<file path="config.mk">
export PLATFORM = sky130hd
export DESIGN_NAME = ormove_decode
export DESIGN_NICKNAME = d
export VERILOG_FILES = /design/src/verilog/ormove_pkg.sv /design/src/verilog/phase_if.sv /design/src/verilog/ormove_decode.sv /design/src/verilog/phase_gen.sv
export SDC_FILE = /design/constraint.sdc
export NUM_CORES = 1
export LEC_CHECK = 0
export BUFFER_PORTS_ARGS = -buffer_cell sky130_fd_sc_hd__clkbuf_2
export CORE_AREA = 10 10 124 126
export CTS_CLUSTER_DIAMETER = 200
export CTS_CLUSTER_SIZE = 14
export DETAILED_ROUTE_END_ITERATION = 6
export DIE_AREA = 0 0 134 136
export GPL_TIMING_DRIVEN = 0
export PLACE_DENSITY = 0.73
export SETUP_SLACK_MARGIN = 0.4
export SYNTH_ARGS = -nofsm -noshare
export SYNTH_HDL_FRONTEND = slang
export SYNTH_SLANG_ARGS = --single-unit
</file>
<file path="constraint.sdc">
create_clock -name mclk_i -period 4.2 [get_ports mclk_i]
set_clock_uncertainty 0.2 [all_clocks]
set_input_delay 1.26 -clock mclk_i [delete_from_list [all_inputs] [get_ports mclk_i]]
set_output_delay 1.26 -clock mclk_i [all_outputs]
set_load 0.05 [all_outputs]
</file>
<file path="src/verilog/ormove_pkg.sv">
// constants, types and register map of the or/move/load-pointer decoder
// assumes a 100 MHz core clock and four clock phases per instruction cycle
//
// Overview of operation
// - word 0001 00da ffffffff ors accumulator with file; sets negative, zero
// - destination bit 0 sends result to accumulator, file left unchanged
// - destination bit 1 writes result back to the addressed file
// - access bit 0 addresses the fixed access bank
// - access bit 1 takes upper address bits from the bank select register
// - access 0, extended mode, field up to 95: indexed literal offset
// - the 8-bit field reaches every byte of a 256-byte bank
// - word 0101 00da ffffffff copies file to destination; sets flags
// - load pointer puts a 12-bit literal in pointer 0..2; flags kept
// - load pointer: opcode, selector, high nibble; then 1111 0000 low byte
// - memory move copies 12-bit source to 12-bit destination; flags kept
// - memory move never writes program counter low or stack top bytes

package ormove_pkg;

    // ************************************************************
    // register map
    // ************************************************************
    localparam logic [4:0] CTRL_OFS = 5'h00;
    localparam logic [4:0] ACCUM_OFS = 5'h04;
    localparam logic [4:0] BANK_OFS = 5'h08;
    localparam logic [4:0] STATUS_OFS = 5'h0c;
    localparam logic [4:0] PTR0_OFS = 5'h10;
    localparam logic [4:0] PTR1_OFS = 5'h14;
    localparam logic [4:0] PTR2_OFS = 5'h18;

    localparam int CTRL_EXT_BIT = 0;
    localparam int ST_ZERO_BIT = 0;
    localparam int ST_NEG_BIT = 1;
    localparam int ST_BAD_DEST_BIT = 2;
    localparam int ST_BAD_WORD_BIT = 3;
    localparam int ST_BUSY_BIT = 4;

    localparam logic [7:0] ACCUM_RST = 8'h00;
    localparam logic [3:0] BANK_RST = 4'h0;
    localparam logic [11:0] PTR_RST = 12'h000;

    // ************************************************************
    // instruction encodings
    // ************************************************************
    localparam logic [5:0] OPC_OR = 6'b000100;
    localparam logic [5:0] OPC_COPY = 6'b010100;
    localparam logic [7:0] OPC_PTR = 8'hee;
    localparam logic [1:0] OPC_PTR_PAD = 2'b00;
    localparam logic [7:0] OPC_PTR2 = 8'hf0;
    localparam logic [3:0] OPC_MOVE = 4'hc;
    localparam logic [3:0] OPC_MOVE2 = 4'hf;
    localparam int DEST_BIT = 9;
    localparam int ACCESS_BIT = 8;
    localparam logic [7:0] INDEX_MAX = 8'h5f;
    localparam logic [3:0] ACCESS_LOW_PAGE = 4'h0;
    localparam logic [3:0] ACCESS_HIGH_PAGE = 4'hf;

    // ************************************************************
    // timing
    // ************************************************************
    localparam int CLK_PERIOD_NS = 10;
    localparam int PHASES = 4;

    // ************************************************************
    // types
    // ************************************************************
    typedef enum logic [1:0] {
        SEQ_FIRST = 2'b00,
        SEQ_PTR2 = 2'b01,
        SEQ_MOVE2 = 2'b10
    } seq_e;

    typedef enum logic [2:0] {
        OP_NONE = 3'b000,
        OP_OR = 3'b001,
        OP_COPY = 3'b010,
        OP_PTR = 3'b011,
        OP_MOVE = 3'b100
    } op_e;

endpackage

</file>
<file path="src/verilog/phase_if.sv">
// interface carrying the four instruction phase strobes
// assumes one driver (the phase generator) on the core clock
`timescale 1ns/1ps

interface phase_if;
    logic q1;
    logic q2;
    logic q3;
    logic q4;

    modport gen (output q1, output q2, output q3, output q4);
    modport use_ph (input q1, input q2, input q3, input q4);
endinterface

</file>
<file path="src/verilog/ormove_decode.sv">
// decode and execute of or, copy, load-pointer and memory move
// assumes fetch offers words in phase one and a data memory whose
// read data follow one clock after the read strobe
`timescale 1ns/1ps

module ormove_decode
#(
    parameter logic [7:0] ACCESS_SPLIT = 8'h80,
    parameter int INDEX_PTR = 2,
    parameter logic [11:0] PC_LOW_ADDR = 12'hff0,
    parameter logic [11:0] STACK_UPPER_ADDR = 12'hff1,
    parameter logic [11:0] STACK_HIGH_ADDR = 12'hff2,
    parameter logic [11:0] STACK_LOW_ADDR = 12'hff3
)
(
    input wire logic mclk_i,
    input wire logic rst_n_i,
    input wire logic [15:0] instr_word_i,
    input wire logic instr_valid_i,
    output logic instr_ready_o,
    output logic [11:0] dmem_addr_o,
    output logic dmem_rd_o,
    output logic dmem_wr_o,
    output logic [7:0] dmem_wdata_o,
    input wire logic [7:0] dmem_rdata_i,
    input wire logic [4:0] avs_address_i,
    input wire logic avs_read_i,
    input wire logic avs_write_i,
    input wire logic [31:0] avs_writedata_i,
    input wire logic [3:0] avs_byteenable_i,
    output logic [31:0] avs_readdata_o,
    output logic avs_waitrequest_o
);
    import ormove_pkg::*;

    typedef struct packed {
        seq_e seq;
        op_e op;
        logic [15:0] word;
        logic [7:0] acc;
        logic [3:0] bank;
        logic [2:0][11:0] ptr;
        logic neg;
        logic zero;
        logic ext_en;
        logic [7:0] data;
        logic [11:0] addr;
        logic rd;
        logic wr;
        logic [7:0] wdata;
        logic bad_dest;
        logic bad_word;
        logic ack;
        logic [31:0] rdata;
    } state_s;

    localparam state_s ST_RST = '{
        seq: SEQ_FIRST, op: OP_NONE, word: 16'h0000, acc: ACCUM_RST,
        bank: BANK_RST, ptr: {3{PTR_RST}}, neg: 1'b0, zero: 1'b0,
        ext_en: 1'b0, data: 8'h00, addr: 12'h000, rd: 1'b0, wr: 1'b0,
        wdata: 8'h00, bad_dest: 1'b0, bad_word: 1'b0, ack: 1'b0,
        rdata: 32'h0000_0000};

    state_s st_reg;
    state_s st_next;
    logic take;
    logic dec_file;
    logic [11:0] eff_addr;
    logic forbid;
    logic [7:0] fld;

    phase_if ph();

    phase_gen u_phase
    (
        .mclk_i (mclk_i),
        .rst_n_i (rst_n_i),
        .ph (ph.gen)
    );

    assign instr_ready_o = ph.q1;
    assign avs_waitrequest_o = (avs_read_i | avs_write_i) & ~st_reg.ack;
    assign avs_readdata_o = st_reg.rdata;
    assign dmem_addr_o = st_reg.addr;
    assign dmem_rd_o = st_reg.rd;
    assign dmem_wr_o = st_reg.wr;
    assign dmem_wdata_o = st_reg.wdata;

    // ************************************************************
    // next state
    // ************************************************************
    always_comb
    begin
        st_next = st_reg;
        st_next.rd = 1'b0;
        st_next.wr = 1'b0;
        st_next.ack = 1'b0;
        take = ph.q1 & instr_valid_i;
        fld = instr_word_i[7:0];
        dec_file = (instr_word_i[15:10] == OPC_OR) ||
            (instr_word_i[15:10] == OPC_COPY);
        forbid = (st_reg.addr == PC_LOW_ADDR) ||
            (st_reg.addr == STACK_UPPER_ADDR) ||
            (st_reg.addr == STACK_HIGH_ADDR) ||
            (st_reg.addr == STACK_LOW_ADDR);

        // address of the file operand
        if (instr_word_i[ACCESS_BIT])
            eff_addr = {st_reg.bank, fld};
        else if (st_reg.ext_en && fld <= INDEX_MAX)
            eff_addr = st_reg.ptr[INDEX_PTR] + {4'h0, fld};
        else if (fld < ACCESS_SPLIT)
            eff_addr = {ACCESS_LOW_PAGE, fld};
        else
            eff_addr = {ACCESS_HIGH_PAGE, fld};

        // register bus, one wait cycle per access
        if ((avs_read_i || avs_write_i) && !st_reg.ack)
        begin
            st_next.ack = 1'b1;
            st_next.rdata = 32'h0000_0000;
            case (avs_address_i)
                CTRL_OFS: st_next.rdata[CTRL_EXT_BIT] = st_reg.ext_en;
                ACCUM_OFS: st_next.rdata[7:0] = st_reg.acc;
                BANK_OFS: st_next.rdata[3:0] = st_reg.bank;
                STATUS_OFS:
                begin
                    st_next.rdata[ST_ZERO_BIT] = st_reg.zero;
                    st_next.rdata[ST_NEG_BIT] = st_reg.neg;
                    st_next.rdata[ST_BAD_DEST_BIT] = st_reg.bad_dest;
                    st_next.rdata[ST_BAD_WORD_BIT] = st_reg.bad_word;
                    st_next.rdata[ST_BUSY_BIT] =
                        (st_reg.op != OP_NONE);
                end
                PTR0_OFS: st_next.rdata[11:0] = st_reg.ptr[0];
                PTR1_OFS: st_next.rdata[11:0] = st_reg.ptr[1];
                PTR2_OFS: st_next.rdata[11:0] = st_reg.ptr[2];
                default: st_next.rdata = 32'h0000_0000;
            endcase
        end

        // write lands only in the cycle waitrequest is low
        if (avs_write_i && st_reg.ack && avs_byteenable_i[0])
        begin
            case (avs_address_i)
                CTRL_OFS: st_next.ext_en = avs_writedata_i[CTRL_EXT_BIT];
                ACCUM_OFS: st_next.acc = avs_writedata_i[7:0];
                BANK_OFS: st_next.bank = avs_writedata_i[3:0];
                STATUS_OFS:
                begin
                    if (avs_writedata_i[ST_BAD_DEST_BIT])
                        st_next.bad_dest = 1'b0;
                    if (avs_writedata_i[ST_BAD_WORD_BIT])
                        st_next.bad_word = 1'b0;
                end
                default: st_next.acc = st_next.acc;
            endcase
        end

        // phase one: decode or take the second word
        if (take)
        begin
            case (st_reg.seq)
                SEQ_FIRST:
                begin
                    st_next.word = instr_word_i;
                    st_next.op = OP_NONE;
                    if (dec_file)
                    begin
                        st_next.op = (instr_word_i[15:10] == OPC_OR) ?
                            OP_OR : OP_COPY;
                        st_next.addr = eff_addr;
                        st_next.rd = 1'b1;
                    end
                    else if (instr_word_i[15:8] == OPC_PTR &&
                        instr_word_i[7:6] == OPC_PTR_PAD &&
                        instr_word_i[5:4] != 2'b11)
                    begin
                        st_next.op = OP_PTR;
                        st_next.seq = SEQ_PTR2;
                    end
                    else if (instr_word_i[15:12] == OPC_MOVE)
                    begin
                        st_next.op = OP_MOVE;
                        st_next.seq = SEQ_MOVE2;
                        st_next.addr = instr_word_i[11:0];
                        st_next.rd = 1'b1;
                    end
                end
                SEQ_PTR2:
                begin
                    st_next.seq = SEQ_FIRST;
                    if (instr_word_i[15:8] == OPC_PTR2)
                        st_next.data = instr_word_i[7:0];
                    else
                    begin
                        st_next.op = OP_NONE;
                        st_next.bad_word = 1'b1;
                    end
                end
                SEQ_MOVE2:
                begin
                    st_next.seq = SEQ_FIRST;
                    if (instr_word_i[15:12] == OPC_MOVE2)
                        st_next.addr = instr_word_i[11:0];
                    else
                    begin
                        st_next.op = OP_NONE;
                        st_next.bad_word = 1'b1;
                    end
                end
                default: st_next.seq = SEQ_FIRST;
            endcase
        end

        // phase three: process read data
        if (ph.q3 && st_reg.seq != SEQ_PTR2)
        begin
            case (st_reg.op)
                OP_OR, OP_COPY:
                begin
                    st_next.data = (st_reg.op == OP_OR) ?
                        (st_reg.acc | dmem_rdata_i) : dmem_rdata_i;
                    st_next.neg = st_next.data[7];
                    st_next.zero = (st_next.data == 8'h00);
                end
                OP_MOVE:
                    if (st_reg.seq == SEQ_MOVE2)
                        st_next.data = dmem_rdata_i;
                default: st_next.data = st_reg.data;
            endcase
        end

        // phase four: write the destination
        if (ph.q4)
        begin
            case (st_reg.op)
                OP_OR, OP_COPY:
                begin
                    if (st_reg.word[DEST_BIT])
                    begin
                        st_next.wr = 1'b1;
                        st_next.wdata = st_reg.data;
                    end
                    else
                        st_next.acc = st_reg.data;
                end
                OP_PTR:
                    if (st_reg.seq == SEQ_PTR2)
                        st_next.ptr[st_reg.word[5:4]][11:8] =
                            st_reg.word[3:0];
                    else
                        st_next.ptr[st_reg.word[5:4]][7:0] =
                            st_reg.data;
                OP_MOVE:
                    if (st_reg.seq == SEQ_FIRST)
                    begin
                        if (forbid)
                            st_next.bad_dest = 1'b1;
                        else
                        begin
                            st_next.wr = 1'b1;
                            st_next.wdata = st_reg.data;
                        end
                    end
                default: st_next.op = OP_NONE;
            endcase
            if (st_reg.seq == SEQ_FIRST)
                st_next.op = OP_NONE;
        end
    end

    always_ff @(posedge mclk_i)
    begin
        if (!rst_n_i)
            st_reg <= ST_RST;
        else
            st_reg <= st_next;
    end

    // ************************************************************
    // checks
    // ************************************************************
    property p_or_acc;
        @(posedge mclk_i) disable iff (!rst_n_i)
        (ph.q3 && st_reg.op == OP_OR && !st_reg.word[DEST_BIT] &&
            st_reg.seq == SEQ_FIRST) |-> ##2
        (st_reg.acc == ($past(st_reg.acc, 2) | $past(dmem_rdata_i, 2)));
    endproperty
    a_or_acc: assert property (p_or_acc)
        else $error("or result not in accumulator");

    property p_dest_file;
        @(posedge mclk_i) disable iff (!rst_n_i)
        (ph.q4 && (st_reg.op == OP_OR || st_reg.op == OP_COPY) &&
            st_reg.word[DEST_BIT]) |=>
        (dmem_wr_o && dmem_wdata_o == $past(st_reg.data) &&
            st_reg.acc == $past(st_reg.acc));
    endproperty
    a_dest_file: assert property (p_dest_file)
        else $error("file destination not written");

    property p_access_bank;
        @(posedge mclk_i) disable iff (!rst_n_i)
        (take && st_reg.seq == SEQ_FIRST && dec_file &&
            !instr_word_i[ACCESS_BIT] && !st_reg.ext_en) |=>
        (dmem_rd_o && (dmem_addr_o[11:8] == ACCESS_LOW_PAGE ||
            dmem_addr_o[11:8] == ACCESS_HIGH_PAGE));
    endproperty
    a_access_bank: assert property (p_access_bank)
        else $error("access bank address wrong");

    property p_bank_sel;
        @(posedge mclk_i) disable iff (!rst_n_i)
        (take && st_reg.seq == SEQ_FIRST && dec_file &&
            instr_word_i[ACCESS_BIT]) |=>
        (dmem_addr_o == {$past(st_reg.bank), $past(instr_word_i[7:0])});
    endproperty
    a_bank_sel: assert property (p_bank_sel)
        else $error("banked address wrong");

    property p_indexed;
        @(posedge mclk_i) disable iff (!rst_n_i)
        (take && st_reg.seq == SEQ_FIRST && dec_file &&
            !instr_word_i[ACCESS_BIT] && st_reg.ext_en &&
            instr_word_i[7:0] <= INDEX_MAX) |=>
        (dmem_addr_o == $past(st_reg.ptr[INDEX_PTR] +
            {4'h0, instr_word_i[7:0]}));
    endproperty
    a_indexed: assert property (p_indexed)
        else $error("indexed address wrong");

    property p_copy_flags;
        @(posedge mclk_i) disable iff (!rst_n_i)
        (ph.q3 && st_reg.op == OP_COPY) |=>
        (st_reg.zero == ($past(dmem_rdata_i) == 8'h00) &&
            st_reg.neg == $past(dmem_rdata_i[7]));
    endproperty
    a_copy_flags: assert property (p_copy_flags)
        else $error("copy flags wrong");

    property p_ptr_low;
        @(posedge mclk_i) disable iff (!rst_n_i)
        (ph.q4 && st_reg.op == OP_PTR && st_reg.seq == SEQ_FIRST) |=>
        (st_reg.ptr[$past(st_reg.word[5:4])][7:0] == $past(st_reg.data)
            && st_reg.zero == $past(st_reg.zero, 4) &&
            st_reg.neg == $past(st_reg.neg, 4));
    endproperty
    a_ptr_low: assert property (p_ptr_low)
        else $error("pointer low byte wrong");

    property p_ptr_high;
        @(posedge mclk_i) disable iff (!rst_n_i)
        (ph.q4 && st_reg.op == OP_PTR && st_reg.seq == SEQ_PTR2) |=>
        (st_reg.ptr[$past(st_reg.word[5:4])][11:8] ==
            $past(st_reg.word[3:0]));
    endproperty
    a_ptr_high: assert property (p_ptr_high)
        else $error("pointer high byte wrong");

    property p_move_write;
        @(posedge mclk_i) disable iff (!rst_n_i)
        (ph.q4 && st_reg.op == OP_MOVE && st_reg.seq == SEQ_FIRST) |=>
        ($past(forbid) ? (!dmem_wr_o && st_reg.bad_dest) :
            (dmem_wr_o && dmem_addr_o == $past(st_reg.addr) &&
            dmem_wdata_o == $past(st_reg.data) &&
            st_reg.zero == $past(st_reg.zero)));
    endproperty
    a_move_write: assert property (p_move_write)
        else $error("memory move write wrong");

    property p_one_cycle;
        @(posedge mclk_i) disable iff (!rst_n_i)
        (take && st_reg.seq == SEQ_FIRST && dec_file) |->
        ##1 (st_reg.op != OP_NONE)[*3] ##1 (st_reg.op == OP_NONE);
    endproperty
    a_one_cycle: assert property (p_one_cycle)
        else $error("or or copy not done in one cycle");

    property p_move_span;
        @(posedge mclk_i) disable iff (!rst_n_i)
        (take && st_reg.seq == SEQ_FIRST &&
            instr_word_i[15:12] == OPC_MOVE) |->
        ##1 (!dmem_wr_o)[*4] ##0 (st_reg.seq == SEQ_MOVE2);
    endproperty
    a_move_span: assert property (p_move_span)
        else $error("memory move wrote too early");
endmodule

</file>
<file path="src/verilog/phase_gen.sv">
// four-phase instruction cycle generator
// assumes synchronous active-low reset on the core clock
`timescale 1ns/1ps

module phase_gen
(
    input wire logic mclk_i,
    input wire logic rst_n_i,
    phase_if.gen ph
);
    import ormove_pkg::*;

    typedef struct packed {
        logic [1:0] cnt;
    } phase_s;

    phase_s st_reg;
    phase_s st_next;

    // ************************************************************
    // phase counter
    // ************************************************************
    always_comb
    begin
        st_next = st_reg;
        st_next.cnt = st_reg.cnt + 2'h1;
    end

    always_ff @(posedge mclk_i)
    begin
        if (!rst_n_i)
            st_reg <= '0;
        else
            st_reg <= st_next;
    end

    assign ph.q1 = (st_reg.cnt == 2'h0);
    assign ph.q2 = (st_reg.cnt == 2'h1);
    assign ph.q3 = (st_reg.cnt == 2'h2);
    assign ph.q4 = (st_reg.cnt == 2'h3);
endmodule

</file>
### Yosys cells after proc, flatten, opt, wreduce, memory -nomap -nowiden

Cells that the tools add are included.

| word-level totals | value |
|---|---|
| output and inout port bits | 56 |
| register bits after elaboration | 119 |
| word-level logic and storage cells | 165 |
| input bits | 70 |

| cells by class | value |
|---|---|
| bitwise gates (word level) | 5 |
| mux-type cells | 64 |
| add/sub/neg operators | 2 |
| equality and inequality tests | 35 |
| reduce and logical (&&, ||, !) cells | 34 |
| order comparisons | 4 |

Operators by type and width:

| kind | count |
|---|---|
| $mux 8 | 10 |
| $bwmux 36 | 2 |
| $mux 12 | 6 |
| $demux 12 s2 | 2 |
| $eq 12x12->1 const B | 4 |
| $mux 13 | 3 |
| $mux 36 | 1 |
| $mux 33 | 1 |
| $pmux 12 s2 | 1 |
| $mux 21 | 1 |
| $mux 19 | 1 |
| $mux 3 | 6 |
| $mux 9 | 2 |
| $pmux 3 s6 | 1 |
| $pmux 9 s2 | 1 |
| $eq 8x8->1 const B | 2 |
| $mux 16 | 1 |
| $pmux 8 s2 | 1 |
| $eq 5x5->1 const B | 3 |
| $add 12x8->12 | 1 |
| $ne 2x2->1 const B | 6 |
| $pmux 3 s4 | 1 |
| $pmux 4 s3 | 1 |
| $reduce_and 2->1 | 6 |
| 43 further kinds | 80 |

### Longest topological paths before layout

| depth | value |
|---|---|
| depth in word-level cells | 10 |
| gate-level depth with buffers | 9 |
| mapped depth without buffers | 9 |

### Modules after synthesis

From an unflattened synthesis, not the netlist that was laid out.

| unflattened totals | value |
|---|---|
| cells, all modules | 741 |
| area, all modules | 6396.1 um^2 |

Modules (own cells, without submodules):

| module | times used | cells an instance | sequential area each (um^2) | area an instance (um^2) |
|---|---|---|---|---|
| ormove_decode | 1 | 731 | 2162.1 | 6278.5 |
| phase_gen | 1 | 10 | 40.0 | 117.6 |

### Least setup slack after synthesis

OpenSTA, ideal clock, no wires.

| path | value |
|---|---|
| kind | input-to-output |
| start point | input avs_write_i |
| end point | output avs_waitrequest_o |
| data required time | 2740 ps |
| setup slack | 878 ps |
| data arrival time | 1862 ps |
| cell stages on the path | 3 |
| path buffers | 0 |
| cells stage by stage | nor2_1 > or2_2 > clkinv_1 |

| on the way | value |
|---|---|
| longest elaborated chain between the ends | 2 |

RTL lines:

| element | RTL line | text |
|---|---|---|
| start: declaration | ormove_decode.sv:28 | `input wire logic avs_write_i,` |
| $or 1x1->1 | ormove_decode.sv:82 | `assign avs_waitrequest_o = (avs_read_i \| avs_write_i) & ~st_reg.ack;` |
| $and 1x1->1 | ormove_decode.sv:82 |  |
| end: declaration | ormove_decode.sv:32 | `output logic avs_waitrequest_o` |

No other way between the ends.

### Final worst setup path

Ends and elaborated chain as after synthesis.

==> flow_summary.ini <==
[sta]
slew_violations = 0
finalCritPeriodShare_pct = 86.0
timing.hold.ws_ps = 256
setup_viol = 0
fmax_mhz = 277
period_minus_slack_ps = 3610
tightestPinTransition_ps = 689
relSlewSlack_pct = 53.8
tns_ps = 0
hold_violations = 0
rsz0062_at_grt = no

[place]
place_congestion = 0.925
portBuffers = 74
dpl.cell_count = 1009
dp.final_hpwl_mm = 14.3
placed_cell_area_mm2 = 0.00700

[routing]
route.detailed.drc = 0
drtAntennaViolNets = 0
vias = 5665
first_iter_violations = 614
via_per_inst = 5.53
routedWlPerCell_um = 18.2
wl_mm = 18.7
drt_first_pass_iters = 6

[clock_network]
insertion_delay_ps = 370
clockBufferDepth = 2
cts.clk_slew.worst_paths_ps = 80
root_buffer = clkbuf_16
post-cts-setup-buffers = 0
cts_tree = yes
clock_sinks = 110
cts-htree-levels = 3
cts_hold_buf = 0
cts_resized = 0
cts_buffers = 9

[critical_path]
cp_common_cell = clkbuf_2
crit_arrival_ps = 2150
worstSetupPathType = in -> out
r2r_start = st_reg[92]
slowest_stage = clkbuf_2
cp_cell_sequence = clkbuf_2 -> nor2_1 -> or2_2 -> clkinv_1 -> clkbuf_2
crit_path_max_incr_delay_ps = 310
cp_num_buf_inv = 3
crit_family = buffers and inverters
cp_data_required_time_ps = 2740
endpoint_kind = primary output
start_kind = input port
cp-startpoint = avs_write_i
worstPathMaxFanout = 9

[synthesis]
synth-seq-cells = 110
synth_area_per_cell_um2 = 8.56
synthArstFlopShare_pct = 0
synth_cell_types = 75
synth_edf_count = 0
ys_warn_count = 0
synth_top_cell_by_area = dfxtp_1
synth_cells = 740
yosysSeqAreaShare_pct = 34.7
synth_area_mm2 = 0.00634
ys.flop_type = dfxtp_1
netlist_top_cells_area = dfxtp_1 (35%), mux2i_1 (9.6%), buf_4 (6.8%), nor2b_1 (5.4%), nand2_1 (4.0%)
yosysTopAreaCellShare_pct = 34.7

[pwr]
p_total_w = 0.00225
total_leakage_power_nw = 3.11
cellPowerDensity_mw_per_mm2 = 309
ir_drop_uv = 218

[job]
max_cap_viol_count = 0

[finish]
num-fill-cells = 1213
largest_reg_flops = 74
nNetsFinal = 930
final_layout_size_suffix_gt1_share_pct = 21.6
mostFrequentLayoutCells = dfxtp_1 (110), clkbuf_2 (74), nand2_1 (67)
antenna_cells = 0
syn_to_final_growth_pct = 15.1
final_common_cell = dfxtp_1
instances_no_fill = 1025
design_area_mm2 = 0.00729

[global_routing]
grt_max_degree = 19
grt_pass1_wl_mm = 29.4
grt_overflow = 0
first_global_vias = 5451
grt_usage_pct = 20.2
grt_antenna_before_repair = 0

[min_path]
min_from = u_phase.st_reg[0]
min-delay-path-class = reg -> reg

[die]
dieWidth_um = 134
io_pins = 126
initial_utilization_pct = 48.8
die_height_um = 136
dieArea_mm2 = 0.0182
core_area_mm2 = 0.0130
rows = 42

[status]
status = complete, no violations
## kinds of logic (layout without fill, tap and decap cells)
| group | after synthesis | after routing | synth area share (%) |
|---|---|---|---|
| adders and majority gates | 16 | 16 | 3.28 |
| DFF | 110 | 110 | 34.7 |
| AOI/OAI and AO/OA | 192 | 192 | 20.3 |
| xor gates and xnor gates | 7 | 7 | 0.967 |
| buffers and inverters | 105 | 195 | 9.85 |
| other | 1 | 20 | 0.0592 |
| and+or+nand+nor | 245 | 245 | 20.7 |
| muxes | 64 | 64 | 10.2 |
## synthesized netlist by cell type, types with 5 or more instances
master and count:
o21a_1 5, a31oi_1 13, nand2_1 67, nor2b_1 55
inv_1 13, a22oi_1 13, nand3_1 10, o21ai_0 48
nor3_1 11, dfxtp_1 110, o211a_1 11, buf_2 13
a21oi_1 42, a21boi_0 12, clkbuf_1 21, ha_1 15
nor2_1 47, and2_1 10, mux2i_1 61, o211ai_1 6
xnor2_1 7, buf_4 57
## final cells by class
type / count / area [um^2] / area share, %
Multi-Input combinational cell: 544 / 3580 / 49.1
Sequential cell: 110 / 2200 / 30.2
Buffer: 91 / 572 / 7.84
Timing Repair Buffer: 74 / 370 / 5.08
Clock buffer: 11 / 253 / 3.47
Tap cell: 176 / 220 / 3.02
Inverter: 14 / 52.6 / 0.721
Clock inverter: 5 / 41.3 / 0.566
## final timing paths
| kind | slack (ps) | end | cells past startpoint |
|---|---|---|---|
| min | 260 | u_phase.st_reg[0] | 1 |
| min reg2reg | 260 | u_phase.st_reg[0] | 1 |
| max | 590 | avs_waitrequest_o | 5 |
| max reg2reg | 1650 | dmem_addr_o[10] | 9 |
## through the flow
stage | utilization [%] | setup slack [ps]
after floorplan | - | 878
after global placement | 53.9 | 578
after detailed placement | 53.9 | 576
after CTS | 56.2 | 578
after global routing | 56.2 | 528
final | 56.2 | 586
## layer usage
metal | share of wire [%] | vias to the layer above | global-route usage (%)
li1 | - | 2767 | -
met1 | 44 | 2636 | 26.0
met2 | 45 | 228 | 32.5
met3 | 8.6 | 34 | 4.24
met4 | 2.6 | 0 | 7.80
met5 | 0 | - | 0
## report_power, final
group	internal [W]	leakage (nW)	switching, W
Combinational	0.0000986	2.08	0.000206
Sequential	0.00106	0.889	0.0000233
Clock	0.000442	0.144	0.000422
Total	0.00160	3.11	0.000651
Power figures use the tool's default switching activity.
